$ cat src/verilog/tmc_defines.vh
// Constants for the 8/16-bit timer/counter core: register map, fields, codes.
// Assumes a classic Wishbone slave with 32-bit data, byte addressed, one word per register.
// Overview of operation
// - Counter low byte, compare A, B are 8-bit
// - 16-bit mode adds counter high byte
// - 16-bit compare: A low, B high
// - 8-bit mode: two independent compare units
// - Four interrupt sources: overflow, A, B, capture
// - Flags shared register, each individually maskable
// - Counter zero is bottom
// - All ones is maximum
// - Top is maximum or compare A (B:A in 16-bit mode)
// - Three-bit clock select; zero stops counter
// - Select one counts every system clock
// - Four prescaler taps selectable
// - External count pin as clock source
// - Clear counter on compare match mode
// - Taps divide by 8, 64, 256, 1024
// - Select 6 falling edge, 7 rising edge
// - CPU counter write beats clear or count
// - Overflow flag set on reaching maximum
`ifndef TMC_DEFINES_VH
`define TMC_DEFINES_VH

`define TMC_ADR_CNT_LO   8'h00
`define TMC_ADR_CNT_HI   8'h04
`define TMC_ADR_CMP_A    8'h08
`define TMC_ADR_CMP_B    8'h0C
`define TMC_ADR_CTRL_A   8'h10
`define TMC_ADR_CTRL_B   8'h14
`define TMC_ADR_FLAG     8'h18
`define TMC_ADR_MASK     8'h1C

// Control A fields
`define TMC_CA_WIDE      0
`define TMC_CA_CTC       1
// Flag and mask bit positions
`define TMC_F_OVF        0
`define TMC_F_CMPA       1
`define TMC_F_CMPB       2
`define TMC_F_CAPT       3

`define TMC_CS_STOP      3'h0
`define TMC_CS_SYS       3'h1
`define TMC_CS_DIV8      3'h2
`define TMC_CS_DIV64     3'h3
`define TMC_CS_DIV256    3'h4
`define TMC_CS_DIV1024   3'h5
`define TMC_CS_EXT_FALL  3'h6
`define TMC_CS_EXT_RISE  3'h7

`define TMC_BOTTOM       16'h0000
`define TMC_MAX8         8'hFF
`define TMC_MAX16        16'hFFFF
`define TMC_PRE_W        10

`endif

$ cat src/verilog/tmc_prescaler.v
// Free-running prescaler producing one-cycle ticks at the four divide taps.
// Assumes a single system clock, synchronous reset and a global clock enable.
`include "tmc_defines.vh"
module tmc_prescaler
#(
    parameter W = `TMC_PRE_W
)
(
    input  wire       clk_i,
    input  wire       rst_i,
    input  wire       ce_i,
    output reg        tick8_o,
    output reg        tick64_o,
    output reg        tick256_o,
    output reg        tick1024_o
);
    reg  [W-1:0] cnt_r;

    always @(posedge clk_i)
    begin
        if (rst_i)
        begin
            cnt_r      <= {W{1'b0}};
            tick8_o    <= 1'b0;
            tick64_o   <= 1'b0;
            tick256_o  <= 1'b0;
            tick1024_o <= 1'b0;
        end
        else if (ce_i)
        begin
            cnt_r      <= cnt_r + {{(W-1){1'b0}}, 1'b1};
            tick8_o    <= &cnt_r[2:0];
            tick64_o   <= &cnt_r[5:0];
            tick256_o  <= &cnt_r[7:0];
            tick1024_o <= &cnt_r[9:0];
        end
    end
endmodule

$ cat src/verilog/tmc_timer.v
// Timer/counter core top: Wishbone register file, clock select, counter, compares.
// Assumes ext_count_pin_i and capture_evt_i are synchronous to clk_i.
`include "tmc_defines.vh"
module tmc_timer
(
    input  wire        clk_i,
    input  wire        rst_i,
    input  wire        ce_i,
    input  wire        wb_cyc_i,
    input  wire        wb_stb_i,
    input  wire        wb_we_i,
    input  wire [7:0]  wb_adr_i,
    input  wire [3:0]  wb_sel_i,
    input  wire [31:0] wb_dat_i,
    output reg  [31:0] wb_dat_o,
    output reg         wb_ack_o,
    input  wire        ext_count_pin_i,
    input  wire        capture_evt_i,
    output reg  [3:0]  irq_o
);
    reg  [7:0]  counter_low_byte_r;
    reg  [7:0]  counter_high_byte_r;
    reg  [7:0]  compare_reg_a_r;
    reg  [7:0]  compare_reg_b_r;
    reg  [1:0]  ctrl_a_r;
    reg  [2:0]  clock_select_field_r;
    reg  [3:0]  timer_flag_register_r;
    reg  [3:0]  timer_mask_register_r;
    reg         pin_s1_r;
    reg         pin_s2_r;
    reg         pin_prev_r;
    reg         selected_timer_clock;
    reg  [15:0] cnt_nxt;
    reg  [3:0]  set_v;
    wire        t8;
    wire        t64;
    wire        t256;
    wire        t1024;
    wire        wide;
    wire        ctc;
    wire [15:0] cnt;
    wire [15:0] cmp16;
    wire [15:0] top;
    wire        at_top;
    wire        hit_a;
    wire        hit_b;
    wire        req;
    wire        wr;
    wire        wr_lo;
    wire        wr_hi;

    function wr_sel;
        input [7:0] adr;
        input [7:0] target;
        begin
            wr_sel = (adr == target);
        end
    endfunction

    tmc_prescaler #(.W(`TMC_PRE_W)) u_pre
    (
        .clk_i      (clk_i),
        .rst_i      (rst_i),
        .ce_i       (ce_i),
        .tick8_o    (t8),
        .tick64_o   (t64),
        .tick256_o  (t256),
        .tick1024_o (t1024)
    );

    assign wide   = ctrl_a_r[`TMC_CA_WIDE];
    assign ctc    = ctrl_a_r[`TMC_CA_CTC];
    assign cnt    = wide ? {counter_high_byte_r, counter_low_byte_r}
                         : {8'h00, counter_low_byte_r};
    assign cmp16  = wide ? {compare_reg_b_r, compare_reg_a_r}
                         : {8'h00, compare_reg_a_r};
    assign top    = ctc ? cmp16 : (wide ? `TMC_MAX16 : {8'h00, `TMC_MAX8});
    assign at_top = (cnt == top);
    assign hit_a  = (cnt == cmp16);
    assign hit_b  = !wide && (counter_low_byte_r == compare_reg_b_r);
    assign req    = wb_cyc_i && wb_stb_i && !wb_ack_o;
    assign wr     = req && wb_we_i && wb_sel_i[0];
    assign wr_lo  = wr && wr_sel(wb_adr_i, `TMC_ADR_CNT_LO);
    assign wr_hi  = wr && wr_sel(wb_adr_i, `TMC_ADR_CNT_HI);

    // Clock select: choose one-cycle count strobe
    always @*
    begin
        case (clock_select_field_r)
            `TMC_CS_STOP:     selected_timer_clock = 1'b0;
            `TMC_CS_SYS:      selected_timer_clock = 1'b1;
            `TMC_CS_DIV8:     selected_timer_clock = t8;
            `TMC_CS_DIV64:    selected_timer_clock = t64;
            `TMC_CS_DIV256:   selected_timer_clock = t256;
            `TMC_CS_DIV1024:  selected_timer_clock = t1024;
            `TMC_CS_EXT_FALL: selected_timer_clock = pin_prev_r && !pin_s2_r;
            `TMC_CS_EXT_RISE: selected_timer_clock = !pin_prev_r && pin_s2_r;
            default:          selected_timer_clock = 1'b0;
        endcase
    end

    // Counter next value and flag events
    always @*
    begin
        cnt_nxt = cnt;
        set_v   = 4'h0;
        if (selected_timer_clock)
        begin
            if (ctc && at_top)
                cnt_nxt = `TMC_BOTTOM;
            else
                cnt_nxt = cnt + 16'h0001;
            if (!wide)
                cnt_nxt = {8'h00, cnt_nxt[7:0]};
            set_v[`TMC_F_OVF]  = (cnt_nxt == (wide ? `TMC_MAX16
                                             : {8'h00, `TMC_MAX8}));
            set_v[`TMC_F_CMPA] = hit_a;
            set_v[`TMC_F_CMPB] = hit_b;
        end
        set_v[`TMC_F_CAPT] = capture_evt_i;
    end

    always @(posedge clk_i)
    begin
        if (rst_i)
        begin
            counter_low_byte_r    <= 8'h00;
            counter_high_byte_r   <= 8'h00;
            compare_reg_a_r       <= 8'h00;
            compare_reg_b_r       <= 8'h00;
            ctrl_a_r              <= 2'h0;
            clock_select_field_r  <= `TMC_CS_STOP;
            timer_flag_register_r <= 4'h0;
            timer_mask_register_r <= 4'h0;
            pin_s1_r              <= 1'b0;
            pin_s2_r              <= 1'b0;
            pin_prev_r            <= 1'b0;
            wb_ack_o              <= 1'b0;
            wb_dat_o              <= 32'h0000_0000;
            irq_o                 <= 4'h0;
        end
        else if (ce_i)
        begin
            pin_s1_r   <= ext_count_pin_i;
            pin_s2_r   <= pin_s1_r;
            pin_prev_r <= pin_s2_r;
            wb_ack_o   <= req;
            // Counter: CPU write overrides count and clear
            counter_low_byte_r  <= wr_lo ? wb_dat_i[7:0] : cnt_nxt[7:0];
            counter_high_byte_r <= wr_hi ? wb_dat_i[7:0] : cnt_nxt[15:8];
            if (wr && wr_sel(wb_adr_i, `TMC_ADR_CMP_A))
                compare_reg_a_r <= wb_dat_i[7:0];
            if (wr && wr_sel(wb_adr_i, `TMC_ADR_CMP_B))
                compare_reg_b_r <= wb_dat_i[7:0];
            if (wr && wr_sel(wb_adr_i, `TMC_ADR_CTRL_A))
                ctrl_a_r <= wb_dat_i[1:0];
            if (wr && wr_sel(wb_adr_i, `TMC_ADR_CTRL_B))
                clock_select_field_r <= wb_dat_i[2:0];
            if (wr && wr_sel(wb_adr_i, `TMC_ADR_MASK))
                timer_mask_register_r <= wb_dat_i[3:0];
            // Write one to clear; a simultaneous event keeps its flag
            if (wr && wr_sel(wb_adr_i, `TMC_ADR_FLAG))
                timer_flag_register_r <= (timer_flag_register_r & ~wb_dat_i[3:0]) | set_v;
            else
                timer_flag_register_r <= timer_flag_register_r | set_v;
            irq_o <= timer_flag_register_r & timer_mask_register_r;
            if (req && !wb_we_i)
            begin
                case (wb_adr_i)
                    `TMC_ADR_CNT_LO: wb_dat_o <= {24'h000000, counter_low_byte_r};
                    `TMC_ADR_CNT_HI: wb_dat_o <= {24'h000000, counter_high_byte_r};
                    `TMC_ADR_CMP_A:  wb_dat_o <= {24'h000000, compare_reg_a_r};
                    `TMC_ADR_CMP_B:  wb_dat_o <= {24'h000000, compare_reg_b_r};
                    `TMC_ADR_CTRL_A: wb_dat_o <= {30'h0, ctrl_a_r};
                    `TMC_ADR_CTRL_B: wb_dat_o <= {29'h0, clock_select_field_r};
                    `TMC_ADR_FLAG:   wb_dat_o <= {28'h0000000, timer_flag_register_r};
                    `TMC_ADR_MASK:   wb_dat_o <= {28'h0000000, timer_mask_register_r};
                    default:         wb_dat_o <= 32'h0000_0000;
                endcase
            end
            else
                wb_dat_o <= 32'h0000_0000;
        end
    end
endmodule

$ cat config.mk
export PLATFORM = sky130hd
export DESIGN_NAME = tmc_timer
export DESIGN_NICKNAME = d
export VERILOG_FILES = /design/src/verilog/tmc_prescaler.v /design/src/verilog/tmc_timer.v
export VERILOG_INCLUDE_DIRS = /design/src /design/src/verilog
export SDC_FILE = /design/constraint.sdc
export NUM_CORES = 1
export LEC_CHECK = 0
export BUFFER_PORTS_ARGS = -buffer_cell sky130_fd_sc_hd__buf_2
export CAP_MARGIN = 20
export CORE_MARGIN = 2
export CORE_UTILIZATION = 50
export DETAILED_ROUTE_END_ITERATION = 10
export MAX_ROUTING_LAYER = met4
export PLACE_DENSITY = 0.76
export SLEW_MARGIN = 10
export SYNTH_ARGS = -nofsm -noshare
export SYNTH_HDL_FRONTEND = slang
export SYNTH_SLANG_ARGS = --single-unit
$ cat constraint.sdc
create_clock -name clk_i -period 2.06 [get_ports clk_i]
set_clock_uncertainty 0.05 [all_clocks]
set_input_delay 0.309 -clock clk_i [delete_from_list [all_inputs] [get_ports clk_i]]
set_output_delay 0.309 -clock clk_i [all_outputs]
set_load 0.02 [all_outputs]
### After elaboration in Yosys (flattened, before gate mapping)

Index checks and enable logic that the tools add are counted.
Widths: inputs -> output; s select.

* bits in registers: 99
* input port bits: 52
* logic and storage cells: 92
* output and inout port bits: 37

* bitwise gates (word level): 5
* reductions and logical operators: 33
* add/subtract/negate cells: 2
* muxes and demuxes: 15
* equal/unequal tests: 18

Operator list (number)
* $mux 16: 8
* $pmux 8 s8: 1
* $eq 16x16->1: 3
* $eq 8x5->1 const B: 4
* $mux 32: 1
* $logic_and 1x1->1: 17
* $add 16x1->16 const B: 1
* $eq 8x4->1 const B: 2
* $mux 8: 2
* $eq 3x3->1 const B: 4
* $add 10x1->10 const B: 1
* $reduce_and 10->1: 1
* $reduce_and 2->1: 5
* $and 4x4->4: 2
* $eq 8x3->1 const B: 1
* $eq 8x8->1: 1
* $logic_not 8->1: 1
* $or 4x4->4: 2
* $pmux 1 s8: 1
* $reduce_and 8->1: 1
* $eq 3x2->1 const B: 2
* $reduce_and 6->1: 1
* $logic_not 1->1: 5
* $mux 4: 1
* 5 further kinds: 5

### Logic depth before layout (Yosys ltp)

Gate-level depths: netlist (run 1).

* depth after elaboration: 11
* gate-level depth with buffers: 9
* depth with buffers taken out: 7

### Modules after synthesis

From an unflattened synthesis (run 1), not the netlist that was laid out.

* cell total of the unflattened synthesis: 561
* area total of the unflattened synthesis: 4714.5 sq um

Modules (own cells, without submodules)
* tmc_timer: sequential area each 1221.2 sq um, area each 4097.7 sq um, instances 1, cells each 497
* tmc_prescaler: sequential area each 280.3 sq um, area each 616.8 sq um, instances 1, cells each 64

### Least setup slack after synthesis (run 1)

No wires, ideal clock.

* path type: input to register
* start: in wb_adr_i[1]
* end: reg counter_high_byte_r[6]
* arrival: 2.075 ns
* library setup time: 0.077 ns
* data required time: 1.933 ns
* buffers on the path: 1
* cell stages on the path: 7
* path slack: -0.141 ns
* cell sequence: or4_4 nor4_4 and2_1 buf_6 nand2_1 a311o_1 a41oi_2

* word-level cells in the longest chain between the ends: 3

Ends and longest elaborated chain
* from (decl): line tmc_timer.v:12 `input wire [7:0] wb_adr_i,`
* $eq 8x3->1: line tmc_timer.v:56 `wr_sel = (adr == target);`
* $logic_and 1x1->1: line tmc_timer.v:84 `` assign wr_hi = wr && wr_sel(wb_adr_i, `TMC_ADR_CNT_HI); ``
* $mux 8: line tmc_timer.v:150 `counter_high_byte_r <= wr_hi ? wb_dat_i[7:0] : cnt_nxt[15:8];`
* to (signal assigned): line tmc_timer.v:150
* to (decl): line tmc_timer.v:22 `reg [7:0] counter_high_byte_r;`

No other way between the ends.
A chain may end at the register's enable or synchronous reset.

### Worst setup path in the final report (run 1)

* start: reg counter_high_byte_r[1]
* end: reg timer_flag_register_r[0]

* word-level cells in the longest chain between the ends: 10
* elaborated cells on any way between the ends: 12
* classes of those cells: 1 x add/sub; 2 x eq/ne; 6 x mux; 2 x bitwise; 1 x reduce/logical

Ends and longest elaborated chain
* $mux 16 (*): line tmc_timer.v:73 `assign cnt = wide ? {counter_high_byte_r, counter_low_byte_r}`
* parallel branches: the longest is 2 deep, another holds $add 16x1->16
* $mux 16 (*): line tmc_timer.v:109 `if (ctc && at_top)`
* $mux 16 (*): line tmc_timer.v:113 `if (!wide)`
* $mux 16 (*): line tmc_timer.v:107 `if (selected_timer_clock)`
* $eq 16x16->1 (*): line tmc_timer.v:115 `` set_v[`TMC_F_OVF] = (cnt_nxt == (wide ? `TMC_MAX16 ``
* $mux 3 (*): line tmc_timer.v:107
* $or 4x4->4 (on tied branches): line tmc_timer.v:165, tmc_timer.v:163
* $mux 4 (*): line tmc_timer.v:162 `` if (wr && wr_sel(wb_adr_i, `TMC_ADR_FLAG)) ``
* to (signal assigned): line tmc_timer.v:163 `timer_flag_register_r <= (timer_flag_register_r & ~wb_dat_i[3:0]) | set_v;`
* to (signal assigned): line tmc_timer.v:165 `timer_flag_register_r <= timer_flag_register_r | set_v;`
* to (decl): line tmc_timer.v:27 `reg [3:0] timer_flag_register_r;`

Every way passes the cells marked *. The select of a mux whose other input is x is not followed.

==> results of run 1 <==
state kept, by name (all words and copies together), names as in the netlist:
signal and cells:
u_pre.cnt_r 10, compare_reg_b_r 8, wb_ack_o 1, clock_select_field_r 3
irq_o 4, pin_prev_r 1, counter_low_byte_r 8, counter_high_byte_r 8
timer_mask_register_r 4, u_pre.tick64_o 1, timer_flag_register_r 4, u_pre.tick1024_o 1
ctrl_a_r 2, compare_reg_a_r 8, wb_dat_o 8, pin_s2_r 1
pin_s1_r 1, u_pre.tick8_o 1, u_pre.tick256_o 1
routing by layer:
layer	wire [um]	up-vias	track usage [%]
met5	0	-	-
met4	436	0	8.851
met3	1146	46	7.659
met2	6697	211	45.31
met1	5951	2229	36.70
li1	-	2192	-
synth_stat cells (all sizes together) (4+ instances only):
master / number
a41oi: 4
o21ai: 14
nand3: 19
and3: 11
a22oi: 22
xnor2: 20
nand2: 82
nand2b: 4
a21oi: 39
nor4: 11
buf: 34
and2: 8
clkbuf: 31
a222oi: 5
xor2: 14
dfxtp: 75
a32oi: 8
a31oi: 6
nor3: 12
nand4: 13
nor2: 59
inv: 10
mux2i: 17
cell families after synthesis:
family | synth area share [%]
adder cells (fa/ha/maj) | 0.8454
AND/OR/NAND/NOR | 25.98
XOR/XNOR | 6.706
flip-flops | 33.81
multiplexers | 5.353
buffers and inverters | 8.932
AO/OA/AOI/OAI | 18.29
other | 0.08445
worst min-delay path, cell delays in order:
cell and delay [ps]:
buf_2 80, mux2i_1 60, nor2_1 80
layout make-up:
type / count / area share, %
Clock buffer: 10 / 2.404
Clock inverter: 6 / 1.115
Tap cell: 108 / 2.361
Timing Repair Buffer: 139 / 17.03
Sequential cell: 75 / 26.64
Multi-Input combinational cell: 438 / 49.79
Inverter: 10 / 0.6557
stage by stage:
step / power, W / hold slack, ps / cell area, um2 / worst slack [ps]
global placement: 0.001710 / 397.5 / 5201 / -163.3
global route: 0.002945 / 183.8 / 5724 / -34.88
floorplan: 0.001667 / 399.5 / 4587 / -140.9
CTS: 0.002875 / 156.0 / 5453 / 2.722
finish: 0.002871 / 158.1 / 5724 / 75.64
detailed placement: 0.001717 / 406.4 / 5201 / -241.1
power breakdown:
group	internal (W)	switching, W
combinational	0.0000621	0.000162
sequential	0.00145	0.00000898
clock	0.000593	0.000591
total	0.00211	0.000762
timing repair:
item                       CTS  global route
gates cloned                 0             2
setup endpoints to repair   13            17
setup buffers                1            12
pin swaps                    2            17
gates resized for setup     10            43
cell usage in the layout (no fill, tap or decap), types with 4 or more instances in the layout:
master / synthesis / routed
a31oi_1: 6 / 6
o21ai_0: 9 / 6
nand3_1: 19 / 16
conb_1: 1 / 24
a41oi_2: 1 / 4
nor3_2: 0 / 4
nor2_1: 59 / 58
nor3_4: 3 / 4
nand2_1: 82 / 80
buf_2: 5 / 37
a21oi_1: 39 / 36
xnor2_1: 20 / 20
xor2_1: 14 / 14
o21ai_1: 4 / 6
a32oi_1: 8 / 8
nor4_1: 10 / 5
a22oi_1: 22 / 22
inv_1: 10 / 10
buf_4: 25 / 98
a222oi_1: 5 / 5
mux2i_1: 17 / 17
dfxtp_1: 75 / 62
and2_1: 8 / 7
dfxtp_2: 0 / 10
nand4_1: 13 / 13
and3_1: 10 / 7
clkbuf_8: 0 / 10
nor3_1: 9 / 4
path summary, 6_finish.rpt:
| kind | startpoint | to | slack (ps) |
|---|---|---|---|
| worst min register to register | irq_o[3] | irq_o[3] | 420 |
| worst max-delay path | counter_high_byte_r[1] | timer_flag_register_r[0] | 80 |
| worst min-delay path | ext_count_pin_i | pin_s1_r | 160 |
| worst max register to register | counter_high_byte_r[1] | timer_flag_register_r[0] | 80 |
==> flow_metrics.py, run 1 <==
metrics = {
    "place": {
        "placedCellCount": 755,
        "io_buffers": 37,
        "gp_congestion": 0.9788,
        "post-dp-hpwl_um": 10270,
    },
    "finish": {
        "diodes": 0,
        "area_delta_synth_final_pct": 28.91,
        "finalCoreUtilization_pct": 65.96,
        "multi_input_area_mm2": 0.002850,
        "seqCellArea_mm2": 0.001525,
        "drive_above_1_share_pct": 31.86,
        "fillers": 737,
        "fin_nets": 728,
        "final_cell_count_no_fill": 786,
    },
    "setup_path": {
        "cp_max_fo": 6,
        "crit_arrival_ps": 2210,
        "critPathMostFrequentCell": "buf_4",
        "cp-start-kind": "flop",
        "cp.depth": 9,
        "cp.buffers_inverters": 2,
        "cp_slowest_cell": "dfxtp_4",
        "cp_slowest_stage_delay_ps": 400,
        "path_cells": "buf_4 > nand3_1 > nor2_2 > buf_4 > and4_4 > xnor2_1 > nor4_1 > a21boi_1 > o22ai_1",
        "worstPathRequired_ps": 2290,
        "rr_worst_depth": 9,
        "crit_path_end_kind": "flop",
        "crit_type": "flop to flop",
        "crit_family": "simple AND/OR/NAND/NOR gates",
    },
    "synth": {
        "synth_edf_count": 0,
        "synth_area_leaders": "dfxtp_1 (34%), nand2_1 (6.9%), nor2_1 (5.0%)",
        "yosys_most_used_dff": "dfxtp_1",
        "netlist_area_mm2": 0.004441,
        "avgSynthCellArea_um2": 7.887,
        "synth_cells": 563,
        "synthArstFlopShare_pct": 0,
        "synth_top_cell_area_share_pct": 33.81,
        "yosysWarningCount": 0,
        "ys_seq_elements": 75,
        "synth_area_leader_cell": "dfxtp_1",
        "yosysUniqueCellTypes": 60,
        "seq_area_frac_synth_pct": 33.81,
    },
    "drt": {
        "first_pass_iters": 6,
        "drc_errors": 0,
        "drt-initial-drc-count": 490,
        "ant_nets": 0,
        "via_per_inst": 5.952,
        "routed_wl_um": 14230,
        "post_drt_wl_per_cell_um": 18.11,
        "vias": 4678,
    },
    "grt": {
        "overflow": 0,
        "grt_pass1_vias": 4308,
        "grt_usage_pct": 28.90,
        "grt_pass1_wl_um": 21720,
        "grt_max_degree": 72,
        "antenna_found_initial": 0,
    },
    "clock_network": {
        "clock_path_buffers": 2,
        "cts_hold_buf": 0,
        "clk_pin_slew_ps": 80,
        "clock-sinks": 75,
        "clock_latency_ps": 360,
        "cts_root_buf": "clkbuf_8",
        "cts_tree": "built",
        "htreeDepth": 3,
        "numCtsBuffers": 9,
    },
    "min_path": {
        "whs_path_depth": 3,
        "hp-class": "input port to flop",
    },
    "status": {
        "status": "completed",
    },
    "sta": {
        "hold_violations": 0,
        "setup_violations": 0,
        "fmax_mhz": 503.9,
        "fin_crit_sh_pct": 96.33,
        "finalCriticalPeriod_ps": 1984,
        "tightestPinTransition_ps": 759.9,
        "max-slew-margin-rel_pct": 49.34,
        "drv_slew": 0,
        "setup-tns-final_ps": 0,
    },
    "floorplan": {
        "core_area_mm2": 0.008678,
        "initial_core_util_pct": 51.17,
        "num_rows": 34,
        "dieArea_mm2": 0.009651,
        "die_h_um": 98.24,
        "num_io_pins": 89,
        "dieWidth_um": 98.24,
    },
    "pwr": {
        "irDropWorstVdd_v": 0.0005546,
        "cellPowerDensity_mw_per_mm2": 501.5,
        "leakagePower_nw": 2.290,
    },
    "flow_run": {
        "max-cap-violations": 0,
    },
}
Note: power is estimated with default switching activity, not from simulation.
==> run 2, diff against run 1 <==
- BUFFER_PORTS_ARGS: -buffer_cell sky130_fd_sc_hd__buf_2 -> not set
- CORE_UTILIZATION: 50 -> 55
- DONT_BUFFER_PORTS: not set -> 1
- PLACE_DENSITY: 0.76 -> 0.73
==> flow_metrics.py, run 2 (same netlist as run 1, synthesis figures left out) <==
metrics = {
    "setup_path": {
        "cp.buffers_inverters": 2,
        "crit_path_end_kind": "flop",
        "cp-start-kind": "flop",
        "crit_type": "flop to flop",
        "worstPathRequired_ps": 2270,
        "crit_arrival_ps": 2200,
        "path_cells": "or3b_2 > a21oi_2 > a21oi_1 > o21ai_1 > buf_4 > a21oi_4 > buf_4 > a41oi_2 > o21ai_1",
        "crit_family": "compound AO/OA/AOI/OAI gates",
        "cp_max_fo": 6,
        "cp_slowest_cell": "or3b_2",
        "cp_slowest_stage_delay_ps": 480,
    },
    "sta": {
        "fin_crit_sh_pct": 96.59,
        "setup_violations": 0,
        "max-slew-margin-rel_pct": 57.87,
        "fmax_mhz": 502.6,
        "drv_slew": 0,
        "finalCriticalPeriod_ps": 1990,
        "tightestPinTransition_ps": 629.1,
        "hold_violations": 0,
        "hold_ws_ps": 19.18,
    },
    "floorplan": {
        "dieWidth_um": 93.86,
        "num_io_pins": 89,
        "core_area_mm2": 0.007767,
        "initial_core_util_pct": 57.17,
        "die_h_um": 93.86,
        "dieArea_mm2": 0.008809,
        "num_rows": 32,
    },
    "drt": {
        "via_per_inst": 6.273,
        "drt-initial-drc-count": 440,
        "vias": 4579,
        "first_pass_iters": 5,
        "drc_errors": 0,
        "post_drt_wl_per_cell_um": 19.91,
        "ant_nets": 0,
        "routed_wl_um": 14530,
    },
    "grt": {
        "grt_pass1_vias": 4406,
        "grt_pass1_wl_um": 22270,
        "overflow": 0,
        "antenna_found_initial": 0,
        "grt_max_degree": 66,
        "grt_usage_pct": 33.99,
    },
    "clock_network": {
        "clock_latency_ps": 380,
        "numCtsBuffers": 9,
        "clk_pin_slew_ps": 90,
        "htreeDepth": 3,
        "cts_tree": "built",
        "clock_path_buffers": 2,
        "clock-sinks": 75,
        "cts_root_buf": "clkbuf_8",
    },
    "pwr": {
        "irDropWorstVdd_v": 0.0005123,
        "leakagePower_nw": 2.096,
        "finalPower_w": 0.002849,
        "cellPowerDensity_mw_per_mm2": 523.2,
    },
    "finish": {
        "drive_above_1_share_pct": 27.07,
        "largest_reg_flops": 10,
        "seqCellArea_mm2": 0.001533,
        "fillers": 615,
        "largest-register": "u_pre.cnt_r",
        "multi_input_area_mm2": 0.002834,
        "diodes": 0,
        "layout.cells.most_common_list": "buf_4 (85), nand2_1 (79), dfxtp_1 (58)",
        "layout_commonest_cell": "buf_4",
        "area_delta_synth_final_pct": 22.65,
        "fin_nets": 678,
    },
    "flow_run": {
        "max-cap-violations": 0,
    },
    "place": {
        "gp_congestion": 0.9559,
        "io_buffers": 0,
        "post-dp-hpwl_um": 9982,
    },
    "min_path": {
        "hp-class": "input port to flop",
    },
    "status": {
        "status": "completed",
    },
}
==> run 2: cell count changes in the layout (fill, tap and decap cells not counted), sizes merged <==
cell,previous run,this run
buf,139,88
clkinv,2,0
inv,11,14
clkbuf,10,9
o21ai,15,14
dlygate4sd3,0,2
==> run 2: stage by stage <==
stage                     util (%)  setup WS, ps  area (um2)  setup TNS, ps  instances
after global routing         70.12        -8.960        5446         -11.28        730
after global placement       63.32        -120.9        4918         -443.5        700
after floorplan                  -        -140.9        4587          -1005        586
after CTS                    66.98       -0.9777        5202        -0.9777        719
after detailed placement     63.32        -178.5        4918          -1529        700
final                        70.12         70.30        5446              0        730
==> run 2: worst register-to-register path, delay by kind of cell (launching register included) <==
kind,cells,cell delay (ps)
AOI/OAI and AO/OA,6,690
and+or+nand+nor,1,480
DFF,1,350
buffers and inverters,2,330
==> run 2: what timing repair did <==
action / in CTS / in global routing
setup buffers: 0 / 10
gates cloned: 0 / 1
pin swaps: 2 / 12
hold buffers: 3 / 0
endpoints found under the setup margin: 16 / 18
endpoints found under the hold margin: 66 / 0
gates resized for setup: 8 / 49
==> run 2: cell type report <==
cell class / count / area share [%]
multi-input cells: 437 / 52.03
flip-flops and latches: 75 / 28.14
repair buffers: 90 / 13.00
well taps: 102 / 2.343
clock buffers: 9 / 2.274
clock inverters: 7 / 1.516
inverters: 10 / 0.6892
==> run 2: worst paths after layout <==
| kind | end | from | slack [ps] | cells past startpoint |
|---|---|---|---|---|
| worst min register to register | compare_reg_a_r[4] | compare_reg_a_r[4] | 440 | 2 |
| worst max register to register | counter_low_byte_r[7] | compare_reg_b_r[2] | 70 | 9 |
| worst max-delay path | counter_low_byte_r[7] | compare_reg_b_r[2] | 70 | 9 |
| worst min-delay path | compare_reg_a_r[0] | wb_dat_i[0] | 20 | 2 |
==> run 2: where the power goes <==
part,switching (W),internal (W),total (W)
logic,0.000103,0.0000478,0.000151
clock network,0.000656,0.000581,0.00124
registers,0.00000800,0.00145,0.00146
==> run 2: layer usage <==
layer  track usage (%)  up-vias  part of all wire, %
met5                 -        -                    0
met4             20.41        0                  5.4
met3             8.507       73                  8.8
met2             49.58      272                   45
met1             42.43     2146                   41
li1                  -     2088                    -
